==> src/design/companion_pkg.sv <==
package companion_pkg;

  // clock and time base
  localparam int unsigned CLK_HZ        = 125_000_000;
  localparam int unsigned CYC_PER_MS    = CLK_HZ / 1000;
  localparam int unsigned READY_TIME_MS = 60;
  localparam int unsigned READY_CYCLES  = READY_TIME_MS * CYC_PER_MS;
  localparam int unsigned WAKE_TIME_MS  = 50;
  localparam int unsigned WAKE_CYCLES   = WAKE_TIME_MS * CYC_PER_MS;
  localparam int          TIMER_W       = 24;

  // two-wire slave address, value is arbitrary
  localparam logic [6:0] DEV_ADDR_RST = 7'h5a;

  // command codes, first byte of a write transfer
  localparam logic [7:0] CMD_DERIVE    = 8'h10;
  localparam logic [7:0] CMD_CHALLENGE = 8'h20;
  localparam logic [7:0] CMD_VERIFY    = 8'h30;

  // operand byte counts after the command byte
  localparam logic [4:0] DERIVE_BYTES = 5'h10;
  localparam logic [4:0] VERIFY_BYTES = 5'h08;

  // root secret kept scrambled; both values are arbitrary
  localparam logic [127:0] ROOT_OBSCURED =
    128'h3c1e_77a0_95d2_4b6f_08e1_c3a9_5f24_d71b;
  localparam logic [127:0] ROOT_MASK =
    128'ha5f0_0f5a_c33c_5aa5_9669_f00f_3cc3_6996;

  // single-block message padding
  localparam logic [7:0]  PAD_MARK   = 8'h80;
  localparam logic [63:0] LEN_DERIVE = 64'h0000_0000_0000_0100;
  localparam logic [63:0] LEN_VERIFY = 64'h0000_0000_0000_00e0;

  // hash constants
  localparam logic [159:0] SHA1_INIT =
    160'h67452301_efcdab89_98badcfe_10325476_c3d2e1f0;
  localparam logic [31:0] K_R0 = 32'h5a827999;
  localparam logic [31:0] K_R1 = 32'h6ed9eba1;
  localparam logic [31:0] K_R2 = 32'h8f1bbcdc;
  localparam logic [31:0] K_R3 = 32'hca62c1d6;
  localparam logic [6:0]  ROUND_LAST = 7'h4f;

  // random source, seed value is arbitrary
  localparam logic [63:0] RND_SEED = 64'h1f2e_3d4c_5b6a_7988;
  localparam logic [63:0] RND_TAPS = 64'hd800_0000_0000_0000;

endpackage : companion_pkg

==> src/design/hash_if.sv <==
`timescale 1ns/100ps
interface hash_if;
  logic         start;
  logic [511:0] block;
  logic         busy;
  logic         done;
  logic [159:0] digest;

  modport requester (output start, output block,
                     input busy, input done, input digest);
  modport engine    (input start, input block,
                     output busy, output done, output digest);
endinterface : hash_if

==> src/design/companion_top.sv <==
`timescale 1ns/100ps
// Notes on behaviour
// - ready 60 ms after supply good or reset release; penalty extends
// - reset input low clears every internal state
// - reset acts even while sleep is requested
// - sleep request high: sleep and ignore all serial line transitions
// - after sleep request falls, no line transition accepted for 50 ms
// - operands concatenated in order, padded to one 64-byte block, hashed
// - hash handles a single block only, never chains blocks
// - tag secret is hash of root secret, tag id, host diversifier
// - challenge for mutual authentication comes from the random source
// - root secret stored obscured, tag secret held plain; used internally, never output
// - slave only on the two-wire bus, never stretches the clock
module companion_top #(
  parameter int unsigned READY_CYC = companion_pkg::READY_CYCLES,
  parameter int unsigned WAKE_CYC  = companion_pkg::WAKE_CYCLES,
  parameter logic [6:0]  DEV_ADDR  = companion_pkg::DEV_ADDR_RST
) (
  input  wire logic clock_i,
  input  wire logic resetn_i,
  input  wire logic clk_en_i,
  input  wire logic supply_ok_i,
  input  wire logic penalty_active_i,
  input  wire logic sleep_request_pin_i,
  input  wire logic scl_i,
  input  wire logic sda_i,
  output logic      sda_o,
  output logic      sda_oe_n_o,
  output logic      ready_o,
  output logic      asleep_o,
  output logic      auth_ok_o
);
  localparam int TW = companion_pkg::TIMER_W;
  localparam logic [TW-1:0] READY_CNT = TW'(READY_CYC);
  localparam logic [TW-1:0] WAKE_CNT  = TW'(WAKE_CYC);

  typedef enum logic [2:0] {
    B_IDLE, B_ADDR, B_ACK_ADDR, B_RX, B_ACK_RX, B_TX, B_HACK
  } bus_e;
  typedef enum logic {OP_DERIVE, OP_VERIFY} op_e;

  // ---- input synchronisers: supply, penalty, sleep, scl, sda
  logic [4:0] meta_r;
  logic [4:0] sync_r;
  logic       scl_q_r;
  logic       sda_q_r;
  logic       supply_s, penalty_s, sleep_s, scl_s, sda_s;

  always_ff @(posedge clock_i or negedge resetn_i) begin
    if (!resetn_i) begin
      // both lines idle high, so reset leaves no false edge behind
      meta_r  <= 5'h03;
      sync_r  <= 5'h03;
      scl_q_r <= 1'b1;
      sda_q_r <= 1'b1;
    end else if (clk_en_i) begin
      meta_r  <= {supply_ok_i, penalty_active_i, sleep_request_pin_i,
                  scl_i, sda_i};
      sync_r  <= meta_r;
      scl_q_r <= sync_r[1];
      sda_q_r <= sync_r[0];
    end
  end

  assign {supply_s, penalty_s, sleep_s, scl_s, sda_s} = sync_r;

  // ---- ready and wake guard timers
  logic [TW-1:0] ready_cnt_r, ready_cnt_nxt;
  logic [TW-1:0] wake_cnt_r, wake_cnt_nxt;
  logic          ready;
  logic          bus_en;

  always_comb begin
    ready_cnt_nxt = ready_cnt_r;
    if (!supply_s) begin
      ready_cnt_nxt = READY_CNT;
    end else if (ready_cnt_r != '0 && !penalty_s) begin
      ready_cnt_nxt = ready_cnt_r - 1'b1;
    end
    wake_cnt_nxt = wake_cnt_r;
    if (sleep_s) begin
      wake_cnt_nxt = WAKE_CNT;
    end else if (wake_cnt_r != '0) begin
      wake_cnt_nxt = wake_cnt_r - 1'b1;
    end
  end

  // reset restarts the ready interval, independent of sleep
  always_ff @(posedge clock_i or negedge resetn_i) begin
    if (!resetn_i) begin
      ready_cnt_r <= READY_CNT;
      wake_cnt_r  <= '0;
    end else if (clk_en_i) begin
      ready_cnt_r <= ready_cnt_nxt;
      wake_cnt_r  <= wake_cnt_nxt;
    end
  end

  assign ready  = (ready_cnt_r == '0);
  assign bus_en = ready && !sleep_s && (wake_cnt_r == '0);

  // ---- crypto engine and random source
  hash_if hash ();
  logic [63:0] rnd;

  sha1_block u_hash (
    .clock_i  (clock_i),
    .resetn_i (resetn_i),
    .clk_en_i (clk_en_i),
    .hash     (hash)
  );

  random_source #(.W(64)) u_rnd (
    .clock_i  (clock_i),
    .resetn_i (resetn_i),
    .clk_en_i (clk_en_i),
    .value_o  (rnd)
  );

  // ---- two-wire slave
  bus_e        bus_r, bus_nxt;
  logic [2:0]  bit_r, bit_nxt;
  logic [7:0]  sh_r, sh_nxt;
  logic        full_r, full_nxt;
  logic        rw_r, rw_nxt;
  logic        oe_n_r, oe_n_nxt;
  logic        more_r, more_nxt;
  logic        first_r, first_nxt;
  logic [71:0] rd_buf_r, rd_buf_nxt;
  logic        rx_stb;
  logic        rx_first;
  logic        scl_rise, scl_fall, start_ev, stop_ev;
  logic [7:0]  status;

  logic [7:0]   cmd_r, cmd_nxt;
  logic [127:0] data_r, data_nxt;
  logic [4:0]   cnt_r, cnt_nxt;
  logic [159:0] g_r, g_nxt;
  logic         g_valid_r, g_valid_nxt;
  logic [63:0]  chal_r, chal_nxt;
  logic [63:0]  resp_r, resp_nxt;
  logic         auth_ok_r, auth_ok_nxt;
  op_e          mode_r, mode_nxt;
  logic         start_r, start_nxt;

  assign scl_rise = scl_s && !scl_q_r;
  assign scl_fall = !scl_s && scl_q_r;
  assign start_ev = scl_s && scl_q_r && sda_q_r && !sda_s;
  assign stop_ev  = scl_s && scl_q_r && !sda_q_r && sda_s;
  assign status   = {5'h00, g_valid_r, hash.busy, auth_ok_r};

  // scl is input only, so the slave can never hold it low
  always_comb begin
    bus_nxt    = bus_r;
    bit_nxt    = bit_r;
    sh_nxt     = sh_r;
    full_nxt   = full_r;
    rw_nxt     = rw_r;
    oe_n_nxt   = oe_n_r;
    more_nxt   = more_r;
    first_nxt  = first_r;
    rd_buf_nxt = rd_buf_r;
    rx_stb     = 1'b0;
    rx_first   = first_r;
    if (!bus_en) begin
      bus_nxt  = B_IDLE;
      oe_n_nxt = 1'b1;
      full_nxt = 1'b0;
    end else if (start_ev) begin
      bus_nxt  = B_ADDR;
      bit_nxt  = 3'h0;
      full_nxt = 1'b0;
      oe_n_nxt = 1'b1;
    end else if (stop_ev) begin
      bus_nxt  = B_IDLE;
      oe_n_nxt = 1'b1;
    end else begin
      case (bus_r)
        B_ADDR, B_RX: begin
          if (scl_rise && !full_r) begin
            sh_nxt   = {sh_r[6:0], sda_s};
            bit_nxt  = bit_r + 3'h1;
            full_nxt = (bit_r == 3'h7);
          end else if (scl_fall && full_r) begin
            full_nxt = 1'b0;
            bit_nxt  = 3'h0;
            if (bus_r == B_RX) begin
              rx_stb    = 1'b1;
              first_nxt = 1'b0;
              oe_n_nxt  = 1'b0;
              bus_nxt   = B_ACK_RX;
            end else if (sh_r[7:1] == DEV_ADDR) begin
              oe_n_nxt   = 1'b0;
              rw_nxt     = sh_r[0];
              first_nxt  = 1'b1;
              rd_buf_nxt = {status, chal_r};
              bus_nxt    = B_ACK_ADDR;
            end else begin
              bus_nxt = B_IDLE;
            end
          end
        end
        B_ACK_ADDR: begin
          if (scl_fall) begin
            bit_nxt = 3'h0;
            if (rw_r) begin
              oe_n_nxt = rd_buf_r[71];
              bus_nxt  = B_TX;
            end else begin
              oe_n_nxt = 1'b1;
              bus_nxt  = B_RX;
            end
          end
        end
        B_ACK_RX: begin
          if (scl_fall) begin
            oe_n_nxt = 1'b1;
            bus_nxt  = B_RX;
          end
        end
        B_TX: begin
          if (scl_fall) begin
            rd_buf_nxt = {rd_buf_r[70:0], 1'b0};
            if (bit_r == 3'h7) begin
              oe_n_nxt = 1'b1;
              bus_nxt  = B_HACK;
            end else begin
              oe_n_nxt = rd_buf_r[70];
              bit_nxt  = bit_r + 3'h1;
            end
          end
        end
        B_HACK: begin
          if (scl_rise) begin
            more_nxt = !sda_s;
          end else if (scl_fall) begin
            bit_nxt = 3'h0;
            if (more_r) begin
              oe_n_nxt = rd_buf_r[71];
              bus_nxt  = B_TX;
            end else begin
              bus_nxt = B_IDLE;
            end
          end
        end
        default: begin
          bus_nxt  = B_IDLE;
          oe_n_nxt = 1'b1;
        end
      endcase
    end
  end

  always_ff @(posedge clock_i or negedge resetn_i) begin
    if (!resetn_i) begin
      bus_r    <= B_IDLE;
      bit_r    <= 3'h0;
      sh_r     <= 8'h00;
      full_r   <= 1'b0;
      rw_r     <= 1'b0;
      oe_n_r   <= 1'b1;
      more_r   <= 1'b0;
      first_r  <= 1'b0;
      rd_buf_r <= 72'h0;
    end else if (clk_en_i) begin
      bus_r    <= bus_nxt;
      bit_r    <= bit_nxt;
      sh_r     <= sh_nxt;
      full_r   <= full_nxt;
      rw_r     <= rw_nxt;
      oe_n_r   <= oe_n_nxt;
      more_r   <= more_nxt;
      first_r  <= first_nxt;
      rd_buf_r <= rd_buf_nxt;
    end
  end

  // ---- command execution
  // derive and verify commands arriving while the engine runs are dropped, not queued; challenge still runs
  always_comb begin
    cmd_nxt     = cmd_r;
    data_nxt    = data_r;
    cnt_nxt     = cnt_r;
    g_nxt       = g_r;
    g_valid_nxt = g_valid_r;
    chal_nxt    = chal_r;
    resp_nxt    = resp_r;
    auth_ok_nxt = auth_ok_r;
    mode_nxt    = mode_r;
    start_nxt   = 1'b0;
    if (rx_stb && rx_first) begin
      cmd_nxt = sh_r;
      cnt_nxt = 5'h00;
      if (sh_r == companion_pkg::CMD_CHALLENGE) begin
        chal_nxt    = rnd;
        auth_ok_nxt = 1'b0;
      end
    end else if (rx_stb) begin
      data_nxt = {data_r[119:0], sh_r};
      cnt_nxt  = cnt_r + 5'h01;
      if (!hash.busy && cmd_r == companion_pkg::CMD_DERIVE &&
          cnt_nxt == companion_pkg::DERIVE_BYTES) begin
        mode_nxt  = OP_DERIVE;
        start_nxt = 1'b1;
      end
      if (!hash.busy && g_valid_r &&
          cmd_r == companion_pkg::CMD_VERIFY &&
          cnt_nxt == companion_pkg::VERIFY_BYTES) begin
        mode_nxt    = OP_VERIFY;
        resp_nxt    = data_nxt[63:0];
        auth_ok_nxt = 1'b0;
        start_nxt   = 1'b1;
      end
    end
    if (hash.done) begin
      if (mode_r == OP_DERIVE) begin
        g_nxt       = hash.digest;
        g_valid_nxt = 1'b1;
      end else begin
        auth_ok_nxt = (hash.digest[159:96] == resp_r);
      end
    end
  end

  always_ff @(posedge clock_i or negedge resetn_i) begin
    if (!resetn_i) begin
      cmd_r     <= 8'h00;
      data_r    <= 128'h0;
      cnt_r     <= 5'h00;
      g_r       <= 160'h0;
      g_valid_r <= 1'b0;
      chal_r    <= 64'h0;
      resp_r    <= 64'h0;
      auth_ok_r <= 1'b0;
      mode_r    <= OP_DERIVE;
      start_r   <= 1'b0;
    end else if (clk_en_i) begin
      cmd_r     <= cmd_nxt;
      data_r    <= data_nxt;
      cnt_r     <= cnt_nxt;
      g_r       <= g_nxt;
      g_valid_r <= g_valid_nxt;
      chal_r    <= chal_nxt;
      resp_r    <= resp_nxt;
      auth_ok_r <= auth_ok_nxt;
      mode_r    <= mode_nxt;
      start_r   <= start_nxt;
    end
  end

  // operands in order, then marker, zeros and bit length in one block
  always_comb begin
    hash.start = start_r;
    if (mode_r == OP_DERIVE) begin
      hash.block = {companion_pkg::ROOT_OBSCURED ^ companion_pkg::ROOT_MASK,
                    data_r, companion_pkg::PAD_MARK, 184'h0,
                    companion_pkg::LEN_DERIVE};
    end else begin
      hash.block = {g_r, chal_r, companion_pkg::PAD_MARK, 216'h0,
                    companion_pkg::LEN_VERIFY};
    end
  end

  // open-drain data: only ever pulls low, secrets never reach the pins
  assign sda_o      = 1'b0;
  assign sda_oe_n_o = oe_n_r;
  assign ready_o    = ready;
  assign asleep_o   = sleep_s;
  assign auth_ok_o  = auth_ok_r;

endmodule : companion_top

==> src/design/random_source.sv <==
`timescale 1ns/100ps
module random_source #(
  parameter int W = 64
) (
  input  wire logic         clock_i,
  input  wire logic         resetn_i,
  input  wire logic         clk_en_i,
  output logic      [W-1:0] value_o
);
  // free-running lfsr; a true entropy source would replace this core
  logic [W-1:0] lfsr_r;
  logic [W-1:0] lfsr_nxt;

  always_comb begin
    lfsr_nxt = {1'b0, lfsr_r[W-1:1]};
    if (lfsr_r[0]) begin
      lfsr_nxt = lfsr_nxt ^ companion_pkg::RND_TAPS[W-1:0];
    end
  end

  always_ff @(posedge clock_i or negedge resetn_i) begin
    if (!resetn_i) begin
      lfsr_r <= companion_pkg::RND_SEED[W-1:0];
    end else if (clk_en_i) begin
      lfsr_r <= lfsr_nxt;
    end
  end

  assign value_o = lfsr_r;
endmodule : random_source

==> src/design/sha1_block.sv <==
`timescale 1ns/100ps
module sha1_block (
  input wire logic clock_i,
  input wire logic resetn_i,
  input wire logic clk_en_i,
  hash_if.engine   hash
);
  // one compression only: the state is never fed back as a new chain value
  logic [31:0]  w_r [16];
  logic [31:0]  w_nxt [16];
  logic [159:0] st_r, st_nxt;
  logic [159:0] dig_r, dig_nxt;
  logic [6:0]   round_r, round_nxt;
  logic         run_r, run_nxt;
  logic         done_r, done_nxt;
  logic [31:0]  a, b, c, d, e, f, k, t;

  always_comb begin
    w_nxt     = w_r;
    st_nxt    = st_r;
    dig_nxt   = dig_r;
    round_nxt = round_r;
    run_nxt   = run_r;
    done_nxt  = 1'b0;
    {a, b, c, d, e} = st_r;
    if (round_r < 7'd20) begin
      f = (b & c) | (~b & d);
      k = companion_pkg::K_R0;
    end else if (round_r < 7'd40) begin
      f = b ^ c ^ d;
      k = companion_pkg::K_R1;
    end else if (round_r < 7'd60) begin
      f = (b & c) | (b & d) | (c & d);
      k = companion_pkg::K_R2;
    end else begin
      f = b ^ c ^ d;
      k = companion_pkg::K_R3;
    end
    t = {a[26:0], a[31:27]} + f + e + k + w_r[0];
    if (!run_r && hash.start) begin
      for (int i = 0; i < 16; i++) begin
        w_nxt[i] = hash.block[511-32*i -: 32];
      end
      st_nxt    = companion_pkg::SHA1_INIT;
      round_nxt = 7'h00;
      run_nxt   = 1'b1;
    end else if (run_r) begin
      st_nxt = {t, a, {b[1:0], b[31:2]}, c, d};
      for (int i = 0; i < 15; i++) begin
        w_nxt[i] = w_r[i+1];
      end
      w_nxt[15] = w_r[13] ^ w_r[8] ^ w_r[2] ^ w_r[0];
      w_nxt[15] = {w_nxt[15][30:0], w_nxt[15][31]};
      round_nxt = round_r + 7'd1;
      if (round_r == companion_pkg::ROUND_LAST) begin
        run_nxt  = 1'b0;
        done_nxt = 1'b1;
        for (int i = 0; i < 5; i++) begin
          dig_nxt[159-32*i -: 32] = st_nxt[159-32*i -: 32]
            + companion_pkg::SHA1_INIT[159-32*i -: 32];
        end
      end
    end
  end

  always_ff @(posedge clock_i or negedge resetn_i) begin
    if (!resetn_i) begin
      for (int i = 0; i < 16; i++) begin
        w_r[i] <= 32'h0;
      end
      st_r    <= 160'h0;
      dig_r   <= 160'h0;
      round_r <= 7'h00;
      run_r   <= 1'b0;
      done_r  <= 1'b0;
    end else if (clk_en_i) begin
      w_r     <= w_nxt;
      st_r    <= st_nxt;
      dig_r   <= dig_nxt;
      round_r <= round_nxt;
      run_r   <= run_nxt;
      done_r  <= done_nxt;
    end
  end

  assign hash.busy   = run_r;
  assign hash.done   = done_r;
  assign hash.digest = dig_r;
endmodule : sha1_block

==> config.mk <==
export PLATFORM = sky130hd
export DESIGN_NAME = companion_top
export DESIGN_NICKNAME = d
export VERILOG_FILES = /design/src/design/companion_pkg.sv /design/src/design/hash_if.sv /design/src/design/companion_top.sv /design/src/design/random_source.sv /design/src/design/sha1_block.sv
export SDC_FILE = /design/constraint.sdc
export NUM_CORES = 2
export LEC_CHECK = 0
export ABC_AREA = 1
export BUFFER_PORTS_ARGS = -buffer_cell sky130_fd_sc_hd__buf_2
export CAP_MARGIN = 20
export CORE_MARGIN = 2
export CORE_UTILIZATION = 45
export DETAILED_ROUTE_END_ITERATION = 10
export GPL_ROUTABILITY_DRIVEN = 0
export PLACE_DENSITY = 0.64
export SYNTH_ARGS = -nofsm -noshare
export SYNTH_HDL_FRONTEND = slang
export SYNTH_SLANG_ARGS = --single-unit
==> constraint.sdc <==
create_clock -name clock_i -period 14.7 [get_ports clock_i]
set_input_delay 2.205 -clock clock_i [delete_from_list [all_inputs] [get_ports clock_i]]
set_output_delay 2.205 -clock clock_i [all_outputs]
set_load 0.005 [all_outputs]
### After elaboration in Yosys (flattened, before gate mapping)

Cells that the tools add are included.

| storage, ports and cells | value |
|---|---|
| register bits | 1,489 |
| bits of input ports | 8 |
| word-level logic and storage cells | 283 |

| cells by class | value |
|---|---|
| $add $sub $neg | 14 |
| magnitude comparators | 3 |
| eq/ne operators | 39 |
| muxes and demuxes | 100 |
| bitwise gates (word level) | 21 |
| reduce and logical (&&, ||, !) cells | 59 |

Operators by type and width:

| operator | number |
|---|---|
| $mux W512 | 3 |
| $mux W72 | 5 |
| $mux W160 | 2 |
| $mux W32 | 5 |
| $xor A32 B32 Y32 | 5 |
| $pmux W72 S2 | 1 |
| $add A32 B32 Y32 | 4 |
| $and A32 B32 Y32 | 4 |
| $add A32 B32 Y32 const B | 3 |
| $mux W24 | 4 |
| $or A32 B32 Y32 | 3 |
| $mux W3 | 22 |
| $eq A64 B64 Y1 | 1 |
| $mux W64 | 1 |
| $logic_not A24 Y1 | 2 |
| $mux W1 | 48 |
| $reduce_bool A24 Y1 | 2 |
| $sub A24 B1 Y24 const B | 2 |
| $ne A5 B5 Y1 const B | 9 |
| $add A32 B29 Y32 const B | 1 |
| $add A32 B31 Y32 const B | 1 |
| $not A32 Y32 | 1 |
| $mux W31 | 1 |
| $reduce_and A10 Y1 | 2 |
| 39 further kinds | 104 |

### Longest topological paths before layout

| logic depth | value |
|---|---|
| depth in word-level cells | 13 |
| depth in mapped cells | 36 |
| depth with buffers taken out | 35 |

### By module

Synthesis repeated with hierarchy kept, for this count alone.

| second synthesis, totals | value |
|---|---|
| cell total of the unflattened synthesis | 8,828 |
| area total of the unflattened synthesis | 74,645.3 sq um |

By module, submodules not included:

| module | instances | cells each | area each (sq um) | seq. area each (sq um) |
|---|---|---|---|---|
| sha1_block | 1 | 5,279 | 44,131.1 | 21,045.2 |
| companion_top | 1 | 3,210 | 27,547.7 | 14,635.3 |
| random_source | 1 | 339 | 2,966.6 | 1,642.8 |

### Worst setup path after synthesis

OpenSTA, ideal clock, no wires.

| timing | value |
|---|---|
| path kind | register to register |
| from | register u_hash.round_r[2] |
| to | register u_hash.dig_r[151], in the netlist u_hash.hash.digest[151] |
| setup time | 117 ps |
| arrival time | 5,256 ps |
| slack | 9,327 ps |
| cell stages (with the launch flop) | 33 |
| buffers on the path | 1 |
| path through | dfrtp_1 > inv_1 > nor3_1 > nor2_1 > nand2_1 > nand2_1 > clkbuf_1 > nor2_1 > nor3_1 > fa_1 > inv_1 > fa_1 > fa_1 > inv_1 > ha_1 > inv_1 > fa_1 > inv_1 > nand3_1 > nor2_1 > nand3_1 > nor2_1 > nand3_1 > a21oi_2 > nand3_1 > nand2_1 > nand2_1 > nand2_1 > nand2_1 > nand2_1 > nand2_1 > nand3_1 > nand2_1 |

| between the ends | value |
|---|---|
| cells in the longest elaborated chain, start to end | 9 |
| elaborated cells between the ends (all ways) | 16 |
| those cells by class | add/sub (5); order compare (3); eq/ne (1); mux (6); reduce/logical (1) |

Ends and longest elaborated chain:

| what | line | text |
|---|---|---|
| start: declaration | sha1_block.sv:13 | `logic [6:0] round_r, round_nxt;` |
| start signal: assignment | sha1_block.sv:80 | `round_r <= round_nxt;` |
| $lt A7 B6 Y1 | sha1_block.sv:32 | `end else if (round_r < 7'd60) begin` |
| $mux W32 | sha1_block.sv:32 |  |
| $mux W32 | sha1_block.sv:29 | `end else if (round_r < 7'd40) begin` |
| $mux W32 | sha1_block.sv:26 | `if (round_r < 7'd20) begin` |
| $add A32 B32 Y32 (4 in series) | sha1_block.sv:39 | `t = {a[26:0], a[31:27]} + f + e + k + w_r[0];` |
| $add A32 B31 Y32 | sha1_block.sv:60 | `+ companion_pkg::SHA1_INIT[159-32*i -: 32];` |
| end signal: assignment | sha1_block.sv:79 | `dig_r <= dig_nxt;` |
| end: declaration | sha1_block.sv:12 | `logic [159:0] dig_r, dig_nxt;` |

Several ways; a longest one is shown, not always the timed one.
A chain may end at the register's enable or synchronous reset.

### Final worst setup path

| timing | value |
|---|---|
| from | register u_hash.round_r[4] |
| to | register u_hash.dig_r[151], in the netlist u_hash.hash.digest[151] |

Same word-level chain as after synthesis.

==> flow_summary.json <==
{
  "ctsHoldBuffers": 0,
  "reg2reg_from": "u_hash.round_r[4]",
  "cts_setup_buffers": 0,
  "synth_top_cell_area_share_pct": 51.36,
  "ys_ff_latch": 1489,
  "hold_viol": 0,
  "end_kind": "register",
  "reg2reg_to": "u_hash.hash.digest[151]",
  "max_slew.worst_pin.slew_ns": 1.182,
  "grt_use_total_pct": 27.45,
  "top_usage_layer": "met2",
  "path_class": "reg -> reg",
  "syn_area_um2": 70120,
  "viasPerCell": 5.697,
  "finalInstanceArea_um2": 77290,
  "slew_violations": 0,
  "synth_compound_area_share_pct": 14.73,
  "antenna_found_initial": 9,
  "cts_root_buffer": "clkbuf_16",
  "ys_dominant_reg_cell": "dfrtp_1",
  "fin_crit_sh_pct": 46.18,
  "syn_inst": 7853,
  "slowest_delay_ns": 0.52,
  "start_util_pct": 45.41,
  "place.port_buffers": 11,
  "utilization_pct": 50.06,
  "synth_cell_type_count": 69,
  "dieArea_um2": 159000,
  "syn_nets": 8033,
  "wirelength_um": 217900,
  "drt-initial-drc-count": 7280,
  "cts_tree": "yes",
  "yosys.area_share.adder_pct": 4.343,
  "synth_top_family_by_area": "simple AND/OR/NAND/NOR gates",
  "coreArea_um2": 154400,
  "synth.area.top_cells": "dfrtp_1, nand2_1, inv_1",
  "cp_slowest_cell": "nand2_1",
  "wl_per_cell_um": 22.07,
  "clk_pin_slew_worst_paths_ns": 0.06,
  "grt_pass1_vias": 53220,
  "synth.area.mux_share_pct": 1.717,
  "endpoint": "u_hash.hash.digest[151]",
  "synthSimpleGateAreaFrac_pct": 15.31,
  "vias": 56230,
  "grt_pass1_wl_um": 332400,
  "crit_arrival_ns": 7.48,
  "dp_hpwl_um": 151700,
  "h-tree-depth": 4,
  "reg2reg_slack_ns": 7.91,
  "rsz0062_at_grt": "false",
  "yosysSeqAreaShare_pct": 53.23,
  "antenna_left": 0,
  "avgSynthCellArea_um2": 8.929,
  "grt_overflow": 0,
  "syn_to_final_growth_pct": 10.23,
  "grt_max_degree": 196,
  "ctsLongestPathBuffers": 3,
  "nets": 7879,
  "ys_warn_count": 0,
  "num-fill-cells": 14230,
  "synth_edf_count": 0,
  "met3_usage_pct": 6.624,
  "status": "finished clean",
  "synth_largest_area_cell": "dfrtp_1",
  "worstSetupStartpointType": "register",
  "drc": 0,
  "worst-path-max-fanout": 18,
  "fp.dieW_um": 398.7,
  "cts_sinks": 1489,
  "cts_buffers": 157,
  "die_h_um": 398.7,
  "cts_resized": 0,
  "use_met2_pct": 40.26,
  "finalSetupViolCount": 0,
  "fin_crit_ns": 6.789,
  "drive_gt1_share_pct": 6.021,
  "clock.fmax_mhz": 147.3,
  "num_rows": 144,
  "synth_most_common_cell": "nand2_1",
  "firstDrtPassIters": 8,
  "finClkSkew_ns": 0.03911,
  "synthTopCellsByCount": "nand2_1, dfrtp_1, inv_1",
  "critPathTopFamily": "simple AND/OR/NAND/NOR gates",
  "synthXorXnorAreaFrac_pct": 2.347,
  "grt.met1_usage_pct": 39.17,
  "reg2reg_depth": 32,
  "clkLatencyLatePin_ns": 0.82,
  "setup-tns-final_ns": 0,
  "hold_class": "reg -> reg",
  "worst-path-buf-inv": 4,
  "holdCritStartpoint": "meta_r[1]",
  "cp.depth": 32,
  "place_area_um2": 71800,
  "max_slew_margin_pct": 21.23,
  "cp_common_cell": "nand2_1",
  "cp_data_required_time_ns": 15.39,
  "io_pins": 13,
  "cp-startpoint": "u_hash.round_r[4]",
  "synthArstFlopShare_pct": 100.0,
  "maxCapViolCount": 0
}
-- state kept, by name, summed over array words and instances (netlist names), 5 cells and up --
register / flops
chal_r: 64
cmd_r: 8
cnt_r: 5
data_r: 128
g_r: 160
meta_r: 5
rd_buf_r: 72
ready_cnt_r: 24
resp_r: 64
sh_r: 8
sync_r: 5
u_hash.hash.digest: 160
u_hash.round_r: 7
u_hash.st_r: 160
u_hash.w_r: 512
u_rnd.value_o: 64
wake_cnt_r: 24
-- cell usage in the layout (no fill, tap or decap), drive strengths merged, types with 14 or more instances in the layout --
cell type / netlist / final
a41oi: 45 / 45
or2: 14 / 14
mux2i: 64 / 64
clkinv: 4 / 30
a22oi: 71 / 71
o22ai: 367 / 367
o21ai: 722 / 722
a31oi: 63 / 63
o221ai: 162 / 162
fa: 119 / 119
nand3: 222 / 222
ha: 53 / 53
buf: 64 / 71
clkbuf: 320 / 239
nand4: 56 / 56
xor2: 79 / 79
dfstp: 50 / 50
nor4: 28 / 28
a211oi: 14 / 14
nand2: 1795 / 1795
o211ai: 35 / 35
nor2: 471 / 471
xnor2: 108 / 108
inv: 1135 / 1142
nor3: 59 / 59
mux2: 49 / 49
dfrtp: 1439 / 1439
a21oi: 184 / 184
-- worst min path at each step --
stage	depth (start not counted)	end	slack, ns
3_5_place_dp	1	wake_cnt_r[21]	0.46
6_report	2	meta_r[1]	0.46
3_3_place_gp	2	meta_r[0]	0.45
5_1_grt	2	sync_r[1]	0.49
4_1_cts	2	meta_r[1]	0.47
2_1_floorplan	1	wake_cnt_r[21]	0.43
-- logic make-up after synthesis --
group                    Yosys count
AO/OA/AOI/OAI                   1709
XOR/XNOR                         187
adder cells (fa/ha/maj)          172
buffers and inverters           1523
flip-flops                      1489
multiplexers                     113
other                              1
AND/OR/NAND/NOR                 2659
-- routing by layer --
metal | share of wire, % | wire, um | vias up
li1 | - | - | 25490
met5 | 0.031 | 68 | -
met2 | 44 | 94810 | 2323
met4 | 4.2 | 9144 | 10
met3 | 9.3 | 20330 | 440
met1 | 43 | 93520 | 27970
-- area by class of cell --
class	instances	area (um2)	share of cell area [%]
diodes	3	7.507	0.009713
clock buffers	239	4718	6.105
clock inverters	44	651.9	0.8434
inverters	1139	4288	5.548
multi-input cells	4841	27050	35.00
flip-flops and latches	1489	37320	48.29
well taps	2044	2557	3.309
repair buffers	71	694.4	0.8984
-- stage by stage --
stage	hold WS, ns	std cells	setup slack, ns
after global routing	0.4859	9867	7.556
after floorplan	0.4346	7853	9.327
after detailed placement	0.4591	9580	8.146
final	0.4646	9870	7.911
after CTS	0.4683	9863	8.091
after global placement	0.4496	9579	8.243
-- worst register-to-register path, delay by kind of cell (launching register included) --
| kind | cells | cell delay (ns) |
|---|---|---|
| compound gates | 2 | 0.50 |
| flops | 1 | 0.46 |
| fa+ha+maj | 5 | 2.28 |
| simple gates | 21 | 3.05 |
| buf+inv | 4 | 0.39 |
Power is left out: the tool's default activity adds up to more than one toggle a clock period on the data nets, which glitch-free logic cannot reach.
